### src/rtl/i2c_pkg.sv
// Shared constants and types for the SMBus master engine
package i2c_pkg;
  // Register byte offsets
  localparam logic [7:0] OFF_CTRL = 8'h00;
  localparam logic [7:0] OFF_MODE = 8'h04;
  localparam logic [7:0] OFF_ALT = 8'h08;
  localparam logic [7:0] OFF_TMO = 8'h0C;
  localparam logic [7:0] OFF_STAT = 8'h10;
  localparam logic [7:0] OFF_THR = 8'h14;
  localparam logic [7:0] OFF_RHR = 8'h18;
  localparam logic [7:0] OFF_DIV = 8'h1C;
  // Control strobe bit positions
  localparam int CB_START = 0;
  localparam int CB_STOP = 1;
  localparam int CB_MASTER_ENABLE_CTL = 2;
  localparam int CB_MASTER_DISABLE_CTL = 3;
  localparam int CB_QUICK = 4;
  localparam int CB_PEC_ENABLE_CTL = 5;
  localparam int CB_LOCK_CLEAR_CTL = 6;
  localparam int CB_TX_HOLDING_FLUSH_CTL = 7;
  localparam int CB_ALT_COMMAND_ENABLE = 8;
  localparam int CB_ACMDIS = 9;
  localparam int CB_SMBUS_ENABLE_CTL = 10;
  localparam int CB_SMBDIS = 11;
  // Status bit positions
  localparam int SB_TRANSMIT_COMPLETE_FLAG = 0;
  localparam int SB_RXRDY = 1;
  localparam int SB_TX_HOLDING_EMPTY_FLAG = 2;
  localparam int SB_NACK = 3;
  localparam int SB_ARBITRATION_LOST_FLAG = 4;
  localparam int SB_TIMEOUT_FLAG = 5;
  localparam int SB_PEC_ERROR_FLAG = 6;
  localparam int SB_LOCK = 7;
  // Mode and alternative command fields
  localparam int MODE_READ = 12;
  localparam int ALT_DIR = 8;
  localparam int ALT_PEC = 9;
  localparam int ALT_NLEN = 16;
  localparam int ALT_SECOND_DIRECTION = 24;
  localparam int ALT_NEXT_TRANSFER_PEC_BIT = 25;
  // CRC-8, x^8+x^2+x+1, zero seed
  localparam logic [7:0] CRC_POLY = 8'h07;
  localparam logic [7:0] CRC_INIT = 8'h00;
  // Bit timing: four phases per bit, five divider ticks as the clock-high wait takes two
  localparam int CLK_PERIOD_NS = 4;
  localparam int SCL_PERIOD_NS = 160;
  localparam logic [15:0] DIV_RST = 16'(SCL_PERIOD_NS / (4 * CLK_PERIOD_NS));
  typedef enum logic [4:0] {
    S_IDLE = 5'h01, S_WAITF = 5'h02, S_START = 5'h04, S_BITS = 5'h08, S_STOP = 5'h10
  } state_t;
  typedef enum logic [2:0] {
    K_ADDR = 3'h0, K_TX = 3'h1, K_RX = 3'h2, K_PECTX = 3'h3, K_PECRX = 3'h4
  } kind_t;
endpackage : i2c_pkg

### src/rtl/crc_if.sv
// Connection between the bit engine and the checksum register
`timescale 1ns/1ns
`default_nettype none
interface crc_if;
  logic clr;
  logic en;
  logic d;
  logic [7:0] crc;
  modport user (output clr, output en, output d, input crc);
  modport engine (input clr, input en, input d, output crc);
endinterface : crc_if
`default_nettype wire

### src/rtl/smbus_master.sv
// SMBus master engine: PEC, timeouts, quick and alternative command, lock, arbitration
`timescale 1ns/1ns
`default_nettype none
module smbus_master #(
  parameter logic [15:0] DIV_RESET = i2c_pkg::DIV_RST
) (
  input wire logic CLK,
  input wire logic RSTN,
  input wire logic [7:0] ADDR,
  input wire logic [31:0] WDATA,
  input wire logic WR,
  input wire logic RD,
  output logic [31:0] RDATA,
  input wire logic SCL_IN,
  output logic SCL_OUT,
  output logic SCL_OE,
  input wire logic SDA_IN,
  output logic SDA_OUT,
  output logic SDA_OE,
  output logic OWN_ACK_INHIBIT
);
  typedef struct packed {
    i2c_pkg::state_t st;
    i2c_pkg::kind_t kind;
    logic [1:0] ph;
    logic [3:0] bitn;
    logic [7:0] sh;
    logic rdir, seg2, quick, lastrx, pecdone, ackn, go, stop_req;
    logic master_enable_ctl, acm, smbus_enable_ctl, pec_enable_ctl;
    logic [6:0] taddr;
    logic read_direction_bit;
    logic [7:0] len, l1, l2;
    logic d1, d2, p1, p2;
    logic [15:0] tlm, tls, div, dcnt, tcnt;
    logic [7:0] tx_holding_reg, rhr;
    logic thr_full, rxrdy, transmit_complete_flag, nack, arbitration_lost_flag, timeout_flag, pec_error_flag, lock, busy;
    logic [1:0] scl_s, sda_s;
    logic scl_p, sda_p, scl_drv, sda_drv;
    logic [31:0] rdata;
  } st_t;

  st_t r_reg;
  st_t r_next;
  logic scl;
  logic sda;
  logic tick;
  logic tmo;
  logic arb_lost;
  logic sample_evt;
  logic is_tx;
  logic pecnow;
  logic crc_clr;
  logic crc_en;
  crc_if crc_bus();

  pec_crc8 u_crc (
    .CLK(CLK),
    .RSTN(RSTN),
    .p(crc_bus)
  );

  // Checksum register fed from the bit sampler
  assign crc_bus.clr = crc_clr;
  assign crc_bus.en = crc_en;
  assign crc_bus.d = sda;

  // Only the second synchroniser stage is used by logic
  assign scl = r_reg.scl_s[1];
  assign sda = r_reg.sda_s[1];
  assign tick = (r_reg.dcnt == 16'h0000);
  assign is_tx = (r_reg.kind == i2c_pkg::K_ADDR) || (r_reg.kind == i2c_pkg::K_TX)
      || (r_reg.kind == i2c_pkg::K_PECTX);
  assign sample_evt = (r_reg.st == i2c_pkg::S_BITS) && tick && (r_reg.ph == 2'h2);
  // A released one that reads back as zero means another master won
  assign arb_lost = sample_evt && (r_reg.bitn < 4'h8) && is_tx && r_reg.sh[7] && !sda;
  // Checksum only on the final segment of a frame
  assign pecnow = !r_reg.seg2 && (r_reg.acm ? ((r_reg.l2 != 8'h00) ? r_reg.p2 : r_reg.p1)
      : r_reg.pec_enable_ctl);
  // Low-time counter covers the frame up to its stop, including stretching by a slave
  assign tmo = r_reg.smbus_enable_ctl && (r_reg.st != i2c_pkg::S_IDLE) && (r_reg.st != i2c_pkg::S_WAITF)
      && (r_reg.st != i2c_pkg::S_STOP) && (((r_reg.tlm != 16'h0000) && (r_reg.tcnt >= r_reg.tlm))
      || ((r_reg.tls != 16'h0000) && (r_reg.tcnt >= r_reg.tls)));

  // Next-state logic: bus access first except the holding write, then the engine so its flag sets win
  always_comb begin
    logic endseg;
    logic tostop;
    logic [31:0] stat;
    endseg = 1'b0;
    tostop = 1'b0;
    stat = '0;
    r_next = r_reg;
    crc_clr = 1'b0;
    crc_en = 1'b0;
    r_next.rdata = '0;
    r_next.scl_s = {r_reg.scl_s[0], SCL_IN};
    r_next.sda_s = {r_reg.sda_s[0], SDA_IN};
    r_next.scl_p = scl;
    r_next.sda_p = sda;
    r_next.dcnt = tick ? r_reg.div - 16'h0001 : r_reg.dcnt - 16'h0001;
    // Bus state kept internally only, never in status
    if (scl && r_reg.scl_p && r_reg.sda_p && !sda) begin
      r_next.busy = 1'b1;
    end
    if (scl && r_reg.scl_p && !r_reg.sda_p && sda) begin
      r_next.busy = 1'b0;
    end
    // Control and configuration writes
    if (WR) begin
      unique case (ADDR)
        i2c_pkg::OFF_CTRL: begin
          if (WDATA[i2c_pkg::CB_START]) r_next.go = 1'b1;
          if (WDATA[i2c_pkg::CB_STOP]) r_next.stop_req = 1'b1;
          if (WDATA[i2c_pkg::CB_MASTER_ENABLE_CTL]) r_next.master_enable_ctl = 1'b1;
          if (WDATA[i2c_pkg::CB_MASTER_DISABLE_CTL]) r_next.master_enable_ctl = 1'b0;
          if (WDATA[i2c_pkg::CB_QUICK]) begin
            r_next.go = 1'b1;
            r_next.quick = 1'b1;
          end
          if (WDATA[i2c_pkg::CB_PEC_ENABLE_CTL]) r_next.pec_enable_ctl = 1'b1;
          if (WDATA[i2c_pkg::CB_LOCK_CLEAR_CTL]) r_next.lock = 1'b0;
          if (WDATA[i2c_pkg::CB_TX_HOLDING_FLUSH_CTL]) begin
            r_next.thr_full = 1'b0;
            r_next.transmit_complete_flag = 1'b1;
          end
          if (WDATA[i2c_pkg::CB_ALT_COMMAND_ENABLE]) r_next.acm = 1'b1;
          if (WDATA[i2c_pkg::CB_ACMDIS]) r_next.acm = 1'b0;
          if (WDATA[i2c_pkg::CB_SMBUS_ENABLE_CTL]) r_next.smbus_enable_ctl = 1'b1;
          if (WDATA[i2c_pkg::CB_SMBDIS]) r_next.smbus_enable_ctl = 1'b0;
        end
        i2c_pkg::OFF_MODE: begin
          r_next.taddr = WDATA[6:0];
          r_next.read_direction_bit = WDATA[i2c_pkg::MODE_READ];
        end
        i2c_pkg::OFF_ALT: begin
          r_next.l1 = WDATA[7:0];
          r_next.d1 = WDATA[i2c_pkg::ALT_DIR];
          r_next.p1 = WDATA[i2c_pkg::ALT_PEC];
          r_next.l2 = WDATA[i2c_pkg::ALT_NLEN +: 8];
          r_next.d2 = WDATA[i2c_pkg::ALT_SECOND_DIRECTION];
          r_next.p2 = WDATA[i2c_pkg::ALT_NEXT_TRANSFER_PEC_BIT];
        end
        i2c_pkg::OFF_TMO: begin
          r_next.tlm = WDATA[15:0];
          r_next.tls = WDATA[31:16];
        end
        i2c_pkg::OFF_DIV: r_next.div = WDATA[15:0];
        default: ;
      endcase
    end
    // Status word; reading it clears the error flags
    stat[i2c_pkg::SB_TRANSMIT_COMPLETE_FLAG] = r_reg.transmit_complete_flag;
    stat[i2c_pkg::SB_RXRDY] = r_reg.rxrdy;
    stat[i2c_pkg::SB_TX_HOLDING_EMPTY_FLAG] = !r_reg.thr_full;
    stat[i2c_pkg::SB_NACK] = r_reg.nack;
    stat[i2c_pkg::SB_ARBITRATION_LOST_FLAG] = r_reg.arbitration_lost_flag;
    stat[i2c_pkg::SB_TIMEOUT_FLAG] = r_reg.timeout_flag;
    stat[i2c_pkg::SB_PEC_ERROR_FLAG] = r_reg.pec_error_flag;
    stat[i2c_pkg::SB_LOCK] = r_reg.lock;
    if (RD) begin
      unique case (ADDR)
        i2c_pkg::OFF_STAT: begin
          r_next.rdata = stat;
          r_next.nack = 1'b0;
          r_next.arbitration_lost_flag = 1'b0;
          r_next.timeout_flag = 1'b0;
          r_next.pec_error_flag = 1'b0;
        end
        i2c_pkg::OFF_RHR: begin
          r_next.rdata = {24'h00_0000, r_reg.rhr};
          r_next.rxrdy = 1'b0;
        end
        i2c_pkg::OFF_MODE: r_next.rdata = 32'({r_reg.read_direction_bit, 5'h00, r_reg.taddr});
        i2c_pkg::OFF_ALT: r_next.rdata = {6'h00, r_reg.p2, r_reg.d2, r_reg.l2, 6'h00, r_reg.p1,
            r_reg.d1, r_reg.l1};
        i2c_pkg::OFF_TMO: r_next.rdata = {r_reg.tls, r_reg.tlm};
        i2c_pkg::OFF_DIV: r_next.rdata = {16'h0000, r_reg.div};
        default: r_next.rdata = '0;
      endcase
    end
    // Low-time counter in divider ticks, cleared whenever the clock line is high
    if ((r_reg.st == i2c_pkg::S_IDLE) || (r_reg.st == i2c_pkg::S_WAITF) || scl) begin
      r_next.tcnt = '0;
    end else if (tick && (r_reg.tcnt != 16'hFFFF)) begin
      r_next.tcnt = r_reg.tcnt + 16'h0001;
    end
    // Frame sequencer
    unique case (r_reg.st)
      i2c_pkg::S_IDLE: begin
        // Pending nack or timeout flags, or lock, keep new frames out
        if (r_reg.go && r_reg.master_enable_ctl && !r_reg.lock && !r_reg.nack && !r_reg.timeout_flag) begin
          r_next.st = i2c_pkg::S_WAITF;
          r_next.go = 1'b0;
          crc_clr = 1'b1;
          r_next.rdir = (r_reg.acm && !r_reg.quick) ? r_reg.d1 : r_reg.read_direction_bit;
          r_next.len = r_reg.l1;
          r_next.seg2 = r_reg.acm && !r_reg.quick && (r_reg.l2 != 8'h00);
          r_next.pecdone = 1'b0;
          r_next.lastrx = 1'b0;
          r_next.transmit_complete_flag = 1'b0;
        end
      end
      i2c_pkg::S_WAITF: begin
        if (!r_reg.busy && tick) begin
          r_next.st = i2c_pkg::S_START;
          r_next.ph = 2'h0;
        end
      end
      i2c_pkg::S_START: begin
        // Same sequence serves a first start and a repeated start
        if (tick) begin
          unique case (r_reg.ph)
            2'h0: begin
              r_next.sda_drv = 1'b0;
              r_next.ph = 2'h1;
            end
            2'h1: begin
              r_next.scl_drv = 1'b0;
              if (scl) r_next.ph = 2'h2;
            end
            2'h2: begin
              r_next.sda_drv = 1'b1;
              r_next.ph = 2'h3;
            end
            default: begin
              r_next.scl_drv = 1'b1;
              r_next.st = i2c_pkg::S_BITS;
              r_next.kind = i2c_pkg::K_ADDR;
              r_next.bitn = 4'h0;
              r_next.ph = 2'h0;
              r_next.sh = {r_reg.taddr, r_reg.rdir};
            end
          endcase
        end
      end
      i2c_pkg::S_BITS: begin
        if (r_reg.bitn == 4'h9) begin
          // Byte boundary: the clock stays low while the next step is chosen
          if (is_tx && r_reg.ackn) begin
            r_next.nack = 1'b1;
            if (r_reg.acm) r_next.lock = 1'b1;
            tostop = 1'b1;
          end else if ((r_reg.kind == i2c_pkg::K_ADDR) && r_reg.quick) begin
            tostop = 1'b1;
          end else if ((r_reg.kind == i2c_pkg::K_PECTX) || (r_reg.kind == i2c_pkg::K_PECRX)) begin
            endseg = 1'b1;
          end else if (!r_reg.rdir) begin
            if (r_reg.acm ? (r_reg.len != 8'h00) : r_reg.thr_full) begin
              // Without holding data the line is stretched until software writes
              if (r_reg.thr_full) begin
                r_next.sh = r_reg.tx_holding_reg;
                r_next.thr_full = 1'b0;
                r_next.kind = i2c_pkg::K_TX;
                r_next.len = r_reg.len - 8'h01;
                r_next.bitn = 4'h0;
                r_next.ph = 2'h0;
              end
            end else if (r_reg.acm || r_reg.stop_req) begin
              endseg = 1'b1;
            end
          end else if ((r_reg.kind == i2c_pkg::K_ADDR) ? (!r_reg.acm || (r_reg.len != 8'h00))
              : !r_reg.lastrx) begin
            r_next.kind = i2c_pkg::K_RX;
            r_next.len = r_reg.len - 8'h01;
            r_next.bitn = 4'h0;
            r_next.ph = 2'h0;
          end else begin
            endseg = 1'b1;
          end
        end else if (tick) begin
          unique case (r_reg.ph)
            2'h0: begin
              r_next.ph = 2'h1;
              if (r_reg.bitn < 4'h8) begin
                r_next.sda_drv = is_tx && !r_reg.sh[7];
              end else if (r_reg.kind == i2c_pkg::K_RX) begin
                // Ack all but a final byte that no checksum follows
                r_next.sda_drv = !((r_reg.acm ? (r_reg.len == 8'h00) : r_reg.stop_req) && !pecnow);
              end else begin
                r_next.sda_drv = 1'b0;
              end
            end
            2'h1: begin
              r_next.scl_drv = 1'b0;
              if (scl) r_next.ph = 2'h2;
            end
            2'h2: begin
              r_next.ph = 2'h3;
              if (r_reg.bitn < 4'h8) begin
                crc_en = 1'b1;
                r_next.sh = {r_reg.sh[6:0], sda};
              end else begin
                r_next.ackn = sda;
                r_next.lastrx = r_reg.acm ? (r_reg.len == 8'h00) : r_reg.stop_req;
                if (r_reg.kind == i2c_pkg::K_RX) begin
                  r_next.rhr = r_reg.sh;
                  r_next.rxrdy = 1'b1;
                end
                // Feeding the check byte leaves zero when it matches
                if ((r_reg.kind == i2c_pkg::K_PECRX) && (crc_bus.crc != 8'h00)) begin
                  r_next.pec_error_flag = 1'b1;
                end
              end
            end
            default: begin
              r_next.scl_drv = 1'b1;
              r_next.ph = 2'h0;
              r_next.bitn = r_reg.bitn + 4'h1;
            end
          endcase
        end
      end
      i2c_pkg::S_STOP: begin
        if (tick) begin
          unique case (r_reg.ph)
            2'h0: begin
              r_next.sda_drv = 1'b1;
              r_next.ph = 2'h1;
            end
            2'h1: begin
              r_next.scl_drv = 1'b0;
              if (scl) r_next.ph = 2'h2;
            end
            2'h2: begin
              r_next.sda_drv = 1'b0;
              r_next.ph = 2'h3;
            end
            default: begin
              r_next.st = i2c_pkg::S_IDLE;
              r_next.ph = 2'h0;
              r_next.transmit_complete_flag = 1'b1;
              r_next.stop_req = 1'b0;
              r_next.quick = 1'b0;
              r_next.pec_enable_ctl = 1'b0;
            end
          endcase
        end
      end
      default: r_next.st = i2c_pkg::S_IDLE;
    endcase
    // End of a segment: checksum, repeated start or stop
    if (endseg) begin
      if (pecnow && !r_reg.pecdone) begin
        r_next.pecdone = 1'b1;
        r_next.bitn = 4'h0;
        r_next.ph = 2'h0;
        r_next.kind = r_reg.rdir ? i2c_pkg::K_PECRX : i2c_pkg::K_PECTX;
        r_next.sh = r_reg.rdir ? 8'h00 : crc_bus.crc;
      end else if (r_reg.seg2) begin
        r_next.seg2 = 1'b0;
        r_next.rdir = r_reg.d2;
        r_next.len = r_reg.l2;
        r_next.lastrx = 1'b0;
        r_next.st = i2c_pkg::S_START;
        r_next.ph = 2'h0;
      end else begin
        tostop = 1'b1;
      end
    end
    // Timeout overrides whatever the sequencer chose
    if (tmo) begin
      r_next.timeout_flag = 1'b1;
      if (r_reg.acm) r_next.lock = 1'b1;
      tostop = 1'b1;
    end
    if (tostop) begin
      r_next.st = i2c_pkg::S_STOP;
      r_next.ph = 2'h0;
      r_next.scl_drv = 1'b1;
    end
    // Lost arbitration: let go of both lines and drop the request
    if (arb_lost) begin
      r_next.arbitration_lost_flag = 1'b1;
      r_next.st = i2c_pkg::S_IDLE;
      r_next.scl_drv = 1'b0;
      r_next.sda_drv = 1'b0;
      r_next.go = 1'b0;
      r_next.quick = 1'b0;
      r_next.stop_req = 1'b0;
      r_next.pec_enable_ctl = 1'b0;
    end
    // Holding write last so new data is never lost to a same-cycle load
    if (WR && (ADDR == i2c_pkg::OFF_THR)) begin
      r_next.tx_holding_reg = WDATA[7:0];
      r_next.thr_full = 1'b1;
      if (r_reg.acm && !r_reg.d1) r_next.go = 1'b1;
    end
  end

  always_ff @(posedge CLK or negedge RSTN) begin
    if (!RSTN) begin
      r_reg <= '{st: i2c_pkg::S_IDLE, kind: i2c_pkg::K_ADDR, div: DIV_RESET, scl_s: 2'h3,
          sda_s: 2'h3, scl_p: 1'b1, sda_p: 1'b1, default: '0};
    end else begin
      r_reg <= r_next;
    end
  end

  // Open-drain pins only ever pull low
  assign SCL_OUT = 1'b0;
  assign SDA_OUT = 1'b0;
  assign SCL_OE = r_reg.scl_drv;
  assign SDA_OE = r_reg.sda_drv;
  assign RDATA = r_reg.rdata;
  assign OWN_ACK_INHIBIT = r_reg.arbitration_lost_flag;
endmodule : smbus_master
`default_nettype wire

### src/rtl/pec_crc8.sv
// Bit-serial packet error check register
`timescale 1ns/1ns
`default_nettype none
module pec_crc8 (
  input wire logic CLK,
  input wire logic RSTN,
  crc_if.engine p
);
  typedef struct packed {
    logic [7:0] crc;
  } crc_st_t;
  crc_st_t c_reg;
  crc_st_t c_next;

  // One shift per line bit, MSB first
  function automatic logic [7:0] crc_step(input logic [7:0] c, input logic d);
    logic fb;
    fb = c[7] ^ d;
    crc_step = {c[6:0], 1'b0} ^ (fb ? i2c_pkg::CRC_POLY : 8'h00);
  endfunction : crc_step

  // Clear only at frame start so a repeated start keeps the sum
  always_comb begin
    c_next = c_reg;
    if (p.clr) begin
      c_next.crc = i2c_pkg::CRC_INIT;
    end else if (p.en) begin
      c_next.crc = crc_step(c_reg.crc, p.d);
    end
  end

  always_ff @(posedge CLK or negedge RSTN) begin
    if (!RSTN) begin
      c_reg <= '0;
    end else begin
      c_reg <= c_next;
    end
  end

  assign p.crc = c_reg.crc;
endmodule : pec_crc8
`default_nettype wire

### config.mk
export PLATFORM = sky130hd
export DESIGN_NAME = smbus_master
export DESIGN_NICKNAME = d
export VERILOG_FILES = /design/src/rtl/i2c_pkg.sv /design/src/rtl/crc_if.sv /design/src/rtl/smbus_master.sv /design/src/rtl/pec_crc8.sv
export SDC_FILE = /design/constraint.sdc
export NUM_CORES = 1
export LEC_CHECK = 0
export ABC_AREA = 0
export BUFFER_PORTS_ARGS = -buffer_cell sky130_fd_sc_hd__buf_2
export CORE_ASPECT_RATIO = 0.75
export CORE_MARGIN = 2
export CORE_UTILIZATION = 40
export DETAILED_ROUTE_END_ITERATION = 6
export PLACE_DENSITY = 0.61
export SYNTH_ARGS = -nofsm -noshare
export SYNTH_HDL_FRONTEND = slang
export SYNTH_SLANG_ARGS = --single-unit
### constraint.sdc
create_clock -name CLK -period 4.3 [get_ports CLK]
set_clock_uncertainty 0.15 [all_clocks]
set_input_delay 0.43 -clock CLK [delete_from_list [all_inputs] [get_ports CLK]]
set_output_delay 0.43 -clock CLK [all_outputs]
set_load 0.05 [all_outputs]
After elaboration in Yosys (flattened, before gate mapping)
Index checks and enable logic that the tools add are counted.
Word-level totals
  register bits after elaboration: 223
  output and inout port bits: 37
Operators by class
  add/sub/neg operators: 5
  magnitude comparators: 3
  equal/unequal tests: 35
  mux-type cells: 208
  bitwise logic cells: 4
  reductions and logical operators: 95
Operators with widths (count)
  case mux 32 bit (6 select lines): 1
  two-way mux 17 bit: 11
  two-way mux 8 bit: 20
  two-way mux 1 bit: 115
  two-way mux 16 bit: 3
  two-way mux 14 bit: 3
  two-way mux 2 bit: 20
  two-way mux 5 bit: 8
  logical AND 1 bit: 34
  equality test 8 x 5 -> 1 bit, second input constant: 4
  greater-or-equal comparator 16 bit: 2
  two-way mux 32 bit: 1
  nonzero test 16 bit: 2
  subtractor 16 x 1 -> 16 bit, second input constant: 2
  case mux 5 bit (5 select lines): 1
  two-way mux 12 bit: 2
  two-way mux 24 bit: 1
  case mux 12 bit (2 select lines): 1
  nonzero test 8 bit: 3
  two-way mux 22 bit: 1
  nonzero test 2 bit: 10
  two-way mux 9 bit: 2
  adder 16 x 1 -> 16 bit, second input constant: 1
  equality test 8 x 4 -> 1 bit, second input constant: 2
  49 further kinds: 100

Depth between registers and ports, before layout
  depth after elaboration: 20
  mapped depth: 13

Modules after synthesis
A second synthesis with hierarchy kept.
Unflattened totals
  cells, all modules: 1162
  area, all modules: 11949.0 µm²
By module, submodules not included
  smbus_master: instances 1, cells an instance 1130, area an instance 11576.1 µm², sequential area each 5391.4 µm²
  pec_crc8: instances 1, cells an instance 32, area an instance 372.9 µm², sequential area each 200.2 µm²

Worst setup path after synthesis
OpenSTA, ideal clock, no wires.
  kind: reg2reg
  from: register r_reg[90] in the netlist's numbering
  to: register r_reg[91] in the netlist's numbering
  setup time: 0.127 ns
  arrival: 3.103 ns
  path slack: 0.920 ns
  cell stages (with the launch flop): 14
  path buffers: 3
  cell sequence: dfrtp_1 or4_1 or4_1 buf_2 nor2_4 clkbuf_1 clkbuf_1 a21oi_1 ha_1 nand2_1 a2111o_1 or2_2 or3_1 nand3_1
RTL lines
  start, declared: line smbus_master.sv:42  | st_t r_reg;
  start signal, assigned: line smbus_master.sv:392  | r_reg <= '{st: i2c_pkg::S_IDLE, kind: i2c_pkg::K_ADDR, div: DIV_RESET, scl_s: 2'h3,
  start signal, assigned: line smbus_master.sv:395  | r_reg <= r_next;

==> out/results.ini <==
[sta]
slew-limit-headroom_pct = 32.8
min_period_ps = 3510
maxSlewViolCount = 0
finalHoldViolCount = 0
setup_total_negative_slack_ps = 0
timing.final.crit_share_pct = 81.6
tightestPinTransition_ps = 1010
max_clock_freq_mhz = 285
grt_setup_unrepaired = no
finalSetupViolCount = 0

[floorplan]
pin_count = 83
initial_core_util_pct = 40.5
chipHeight_um = 153
floorplan_die_width_um = 202
fp-row-count = 54
placeableCoreArea_mm2 = 0.0291
die_area_mm2 = 0.0309

[detailed_routing]
route.vias.total = 9558
ant_nets = 0
drc = 0
drt_iter0_markers = 1051
totalWireLength_um = 35000
drt_pass1_iterations = 5
wl_per_cell_um = 21.6
drt-vias-per-instance = 5.89

[cells_and_area]
antenna_cells_inserted = 0
largest_register_ff_count = 176
final_net_count = 1298
finish.instance_area_mm2 = 0.0133
syn_to_final_growth_pct = 13.2
share_of_post_route_cells_with_drive_strength_above_1_pct = 20.9

[critical_path]
timing.critical_path.arrival_ps = 3760
worst_setup_path_startpoint = r_reg[90]
critPathMaxFanout = 33
critPathMaxStageDelay_ps = 710
critPathKind = flop to flop
crit_required_ps = 4560
critical-path-slowest-cell = or4_1
critical_path.most_common_cell = or4_1
timing.rr.start = r_reg[90]
cp_top_family = simple AND/OR/NAND/NOR gates
cp-end-kind = flop
crit_path_cell_trace = or4_1, or4_1, nor2_4, buf_4, a21oi_1, ha_1, nand2_1, a2111o_1, or2_2, or3_1, nand3_1
path_buf_inv = 1
worstSetupStartpointType = flop

[clock_tree]
ctsLongestPathBuffers = 3
clock-sinks = 223
hold_buffers = 13
cts_resized = 0
clkLatencyLatePin_ps = 530
clk_transition_reported_paths_ps = 60
post-cts-setup-buffers = 0
clock_tree.root_cell = clkbuf_16
cts_inserted_buffers = 24
cts_tree = done
cts_htree_levels = 1

[synthesis]
synthDistinctLibCells = 74
synth_top_area_share_pct = 45.5
netlist_area_mm2 = 0.0118
synth.area.top_cells = dfrtp_1, mux2_2, ha_1, a21oi_1, nor2_1
yosysTopAreaCell = dfrtp_1
synth_enable_flop_cells = 0
post_syn_area_per_cell_um2 = 10.2
synthCells = 1159
post_synth_most_frequent_cells = dfrtp_1, mux2_2, nor2_1
synth.most_common_cell = dfrtp_1
ys.flop_type = dfrtp_1
synth_seq_cells = 223
synthArstFlopShare_pct = 100
seq_area_frac_synth_pct = 47.5
ys.warnings.count = 0

[placement]
place.detailed.hpwl_um = 25900
gp_congestion = 0.927
dpl_cell_area_mm2 = 0.0124
buffer_ports.inserted = 80

[power]
p_seq_share_pct = 48.4
switching_share_pct = 24.2
worst_ir_drop_vdd_v = 0.000225
power.leakage_nw = 6.04
combinationalPowerShare_pct = 6.5
pd_cells_mw_per_mm2 = 351
p_clk_share_pct = 45.2
switchingPower_w = 0.00113
intPower_w = 0.00355

[job]
drv.max_cap_violation_count = 0

[global_routing]
grt.overflow.total = 0
global_route_wire_length_before_repair_um = 55100
grt_pass1_vias = 9206
globalRouteTotalUtil_pct = 22.8
number_of_antenna_violations_at_the_first_check_in_global_routing = 2
grt_max_degree = 117

[hold_path]
hold_path_startpoint = WDATA[19]
min-delay-path-class = primary input to flop

[status]
run_status = finished, final reports clean

layer usage:
| layer | up-vias | share of wire, % | GRT usage (%) |
|---|---|---|---|
| li1 | 4328 | - | - |
| met5 | - | 0.040 | 0 |
| met1 | 4781 | 49 | 35.9 |
| met2 | 400 | 40 | 31.7 |
| met4 | 2 | 2.2 | 5.04 |
| met3 | 47 | 8.6 | 5.00 |
placed cells by master, fill, tap and decap left out, drive strengths merged, types with 14 or more instances in the layout:
master    n
a22o     14
buf     100
mux2     93
o21ai    62
a31oi    23
a22oi    31
nor2     86
xor2     19
clkbuf   34
nor3     21
nor4     27
a21oi    65
ha       39
nand3    36
dfrtp   214
nand2    74
and3     14
inv      51
or4      14
through the flow:
stage / cells / hold WS (ps) / setup WS [ps] / utilization [%] / power, W
4_1_cts: 1622 / 1.08 / 828 / 45.9 / 0.00472
2_1_floorplan: 1160 / -15.6 / 920 / - / 0.00243
3_3_place_gp: 1566 / 197 / 910 / 42.6 / 0.00258
5_1_grt: 1622 / 2.99 / 596 / 45.9 / 0.00486
3_5_place_dp: 1566 / 198 / 823 / 42.6 / 0.00259
6_report: 1622 / 15.2 / 792 / 45.9 / 0.00468
path summary, 6_finish.rpt:
kind                               to  slack (ps)  cells after the start
max                         r_reg[91]         790                     11
max reg2reg                 r_reg[91]         790                     11
max in group asynchronous   r_reg[98]        2560                      3
min                        r_reg[152]          20                      2
min reg2reg                r_next[35]         210                      0
min in group asynchronous   r_reg[73]         420                      2
worst register-to-register path, stage by stage (launching register included):
cell and delay, ps:
dfrtp_1 400, or4_1 560, or4_1 710, nor2_4 160, buf_4 340, a21oi_1 170, ha_1 250, nand2_1 130
a2111o_1 210, or2_2 160, or3_1 100, nand3_1 60
layout make-up:
class / count / area (um^2)
Fill cell: 2807 / 15700
Sequential cell: 223 / 5590
Multi-Input combinational cell: 799 / 5550
Clock buffer: 34 / 739
Timing Repair Buffer: 113 / 691
Tap cell: 392 / 490
Inverter: 52 / 195
Clock inverter: 9 / 76.3
power by group through the flow:
stage	Sequential (W)	Clock (W)	Combinational, W
floorplan	0.00227	0	0.000161
detailed placement	0.00230	0	0.000293
global placement	0.00230	0	0.000287
finish	0.00227	0.00211	0.000303
CTS	0.00226	0.00216	0.000303
global route	0.00227	0.00225	0.000338
cell families after synthesis:
group / after synthesis / share of synthesized area [%]
other: 1 / 0.0318
adders and majority gates: 39 / 4.14
DFF: 223 / 47.5
xor gates and xnor gates: 31 / 2.30
and+or+nand+nor: 346 / 15.1
AOI/OAI and AO/OA: 281 / 16.0
muxes: 100 / 9.48
buffers and inverters: 138 / 5.52
No activity file was read; power rests on OpenSTA's default activity.
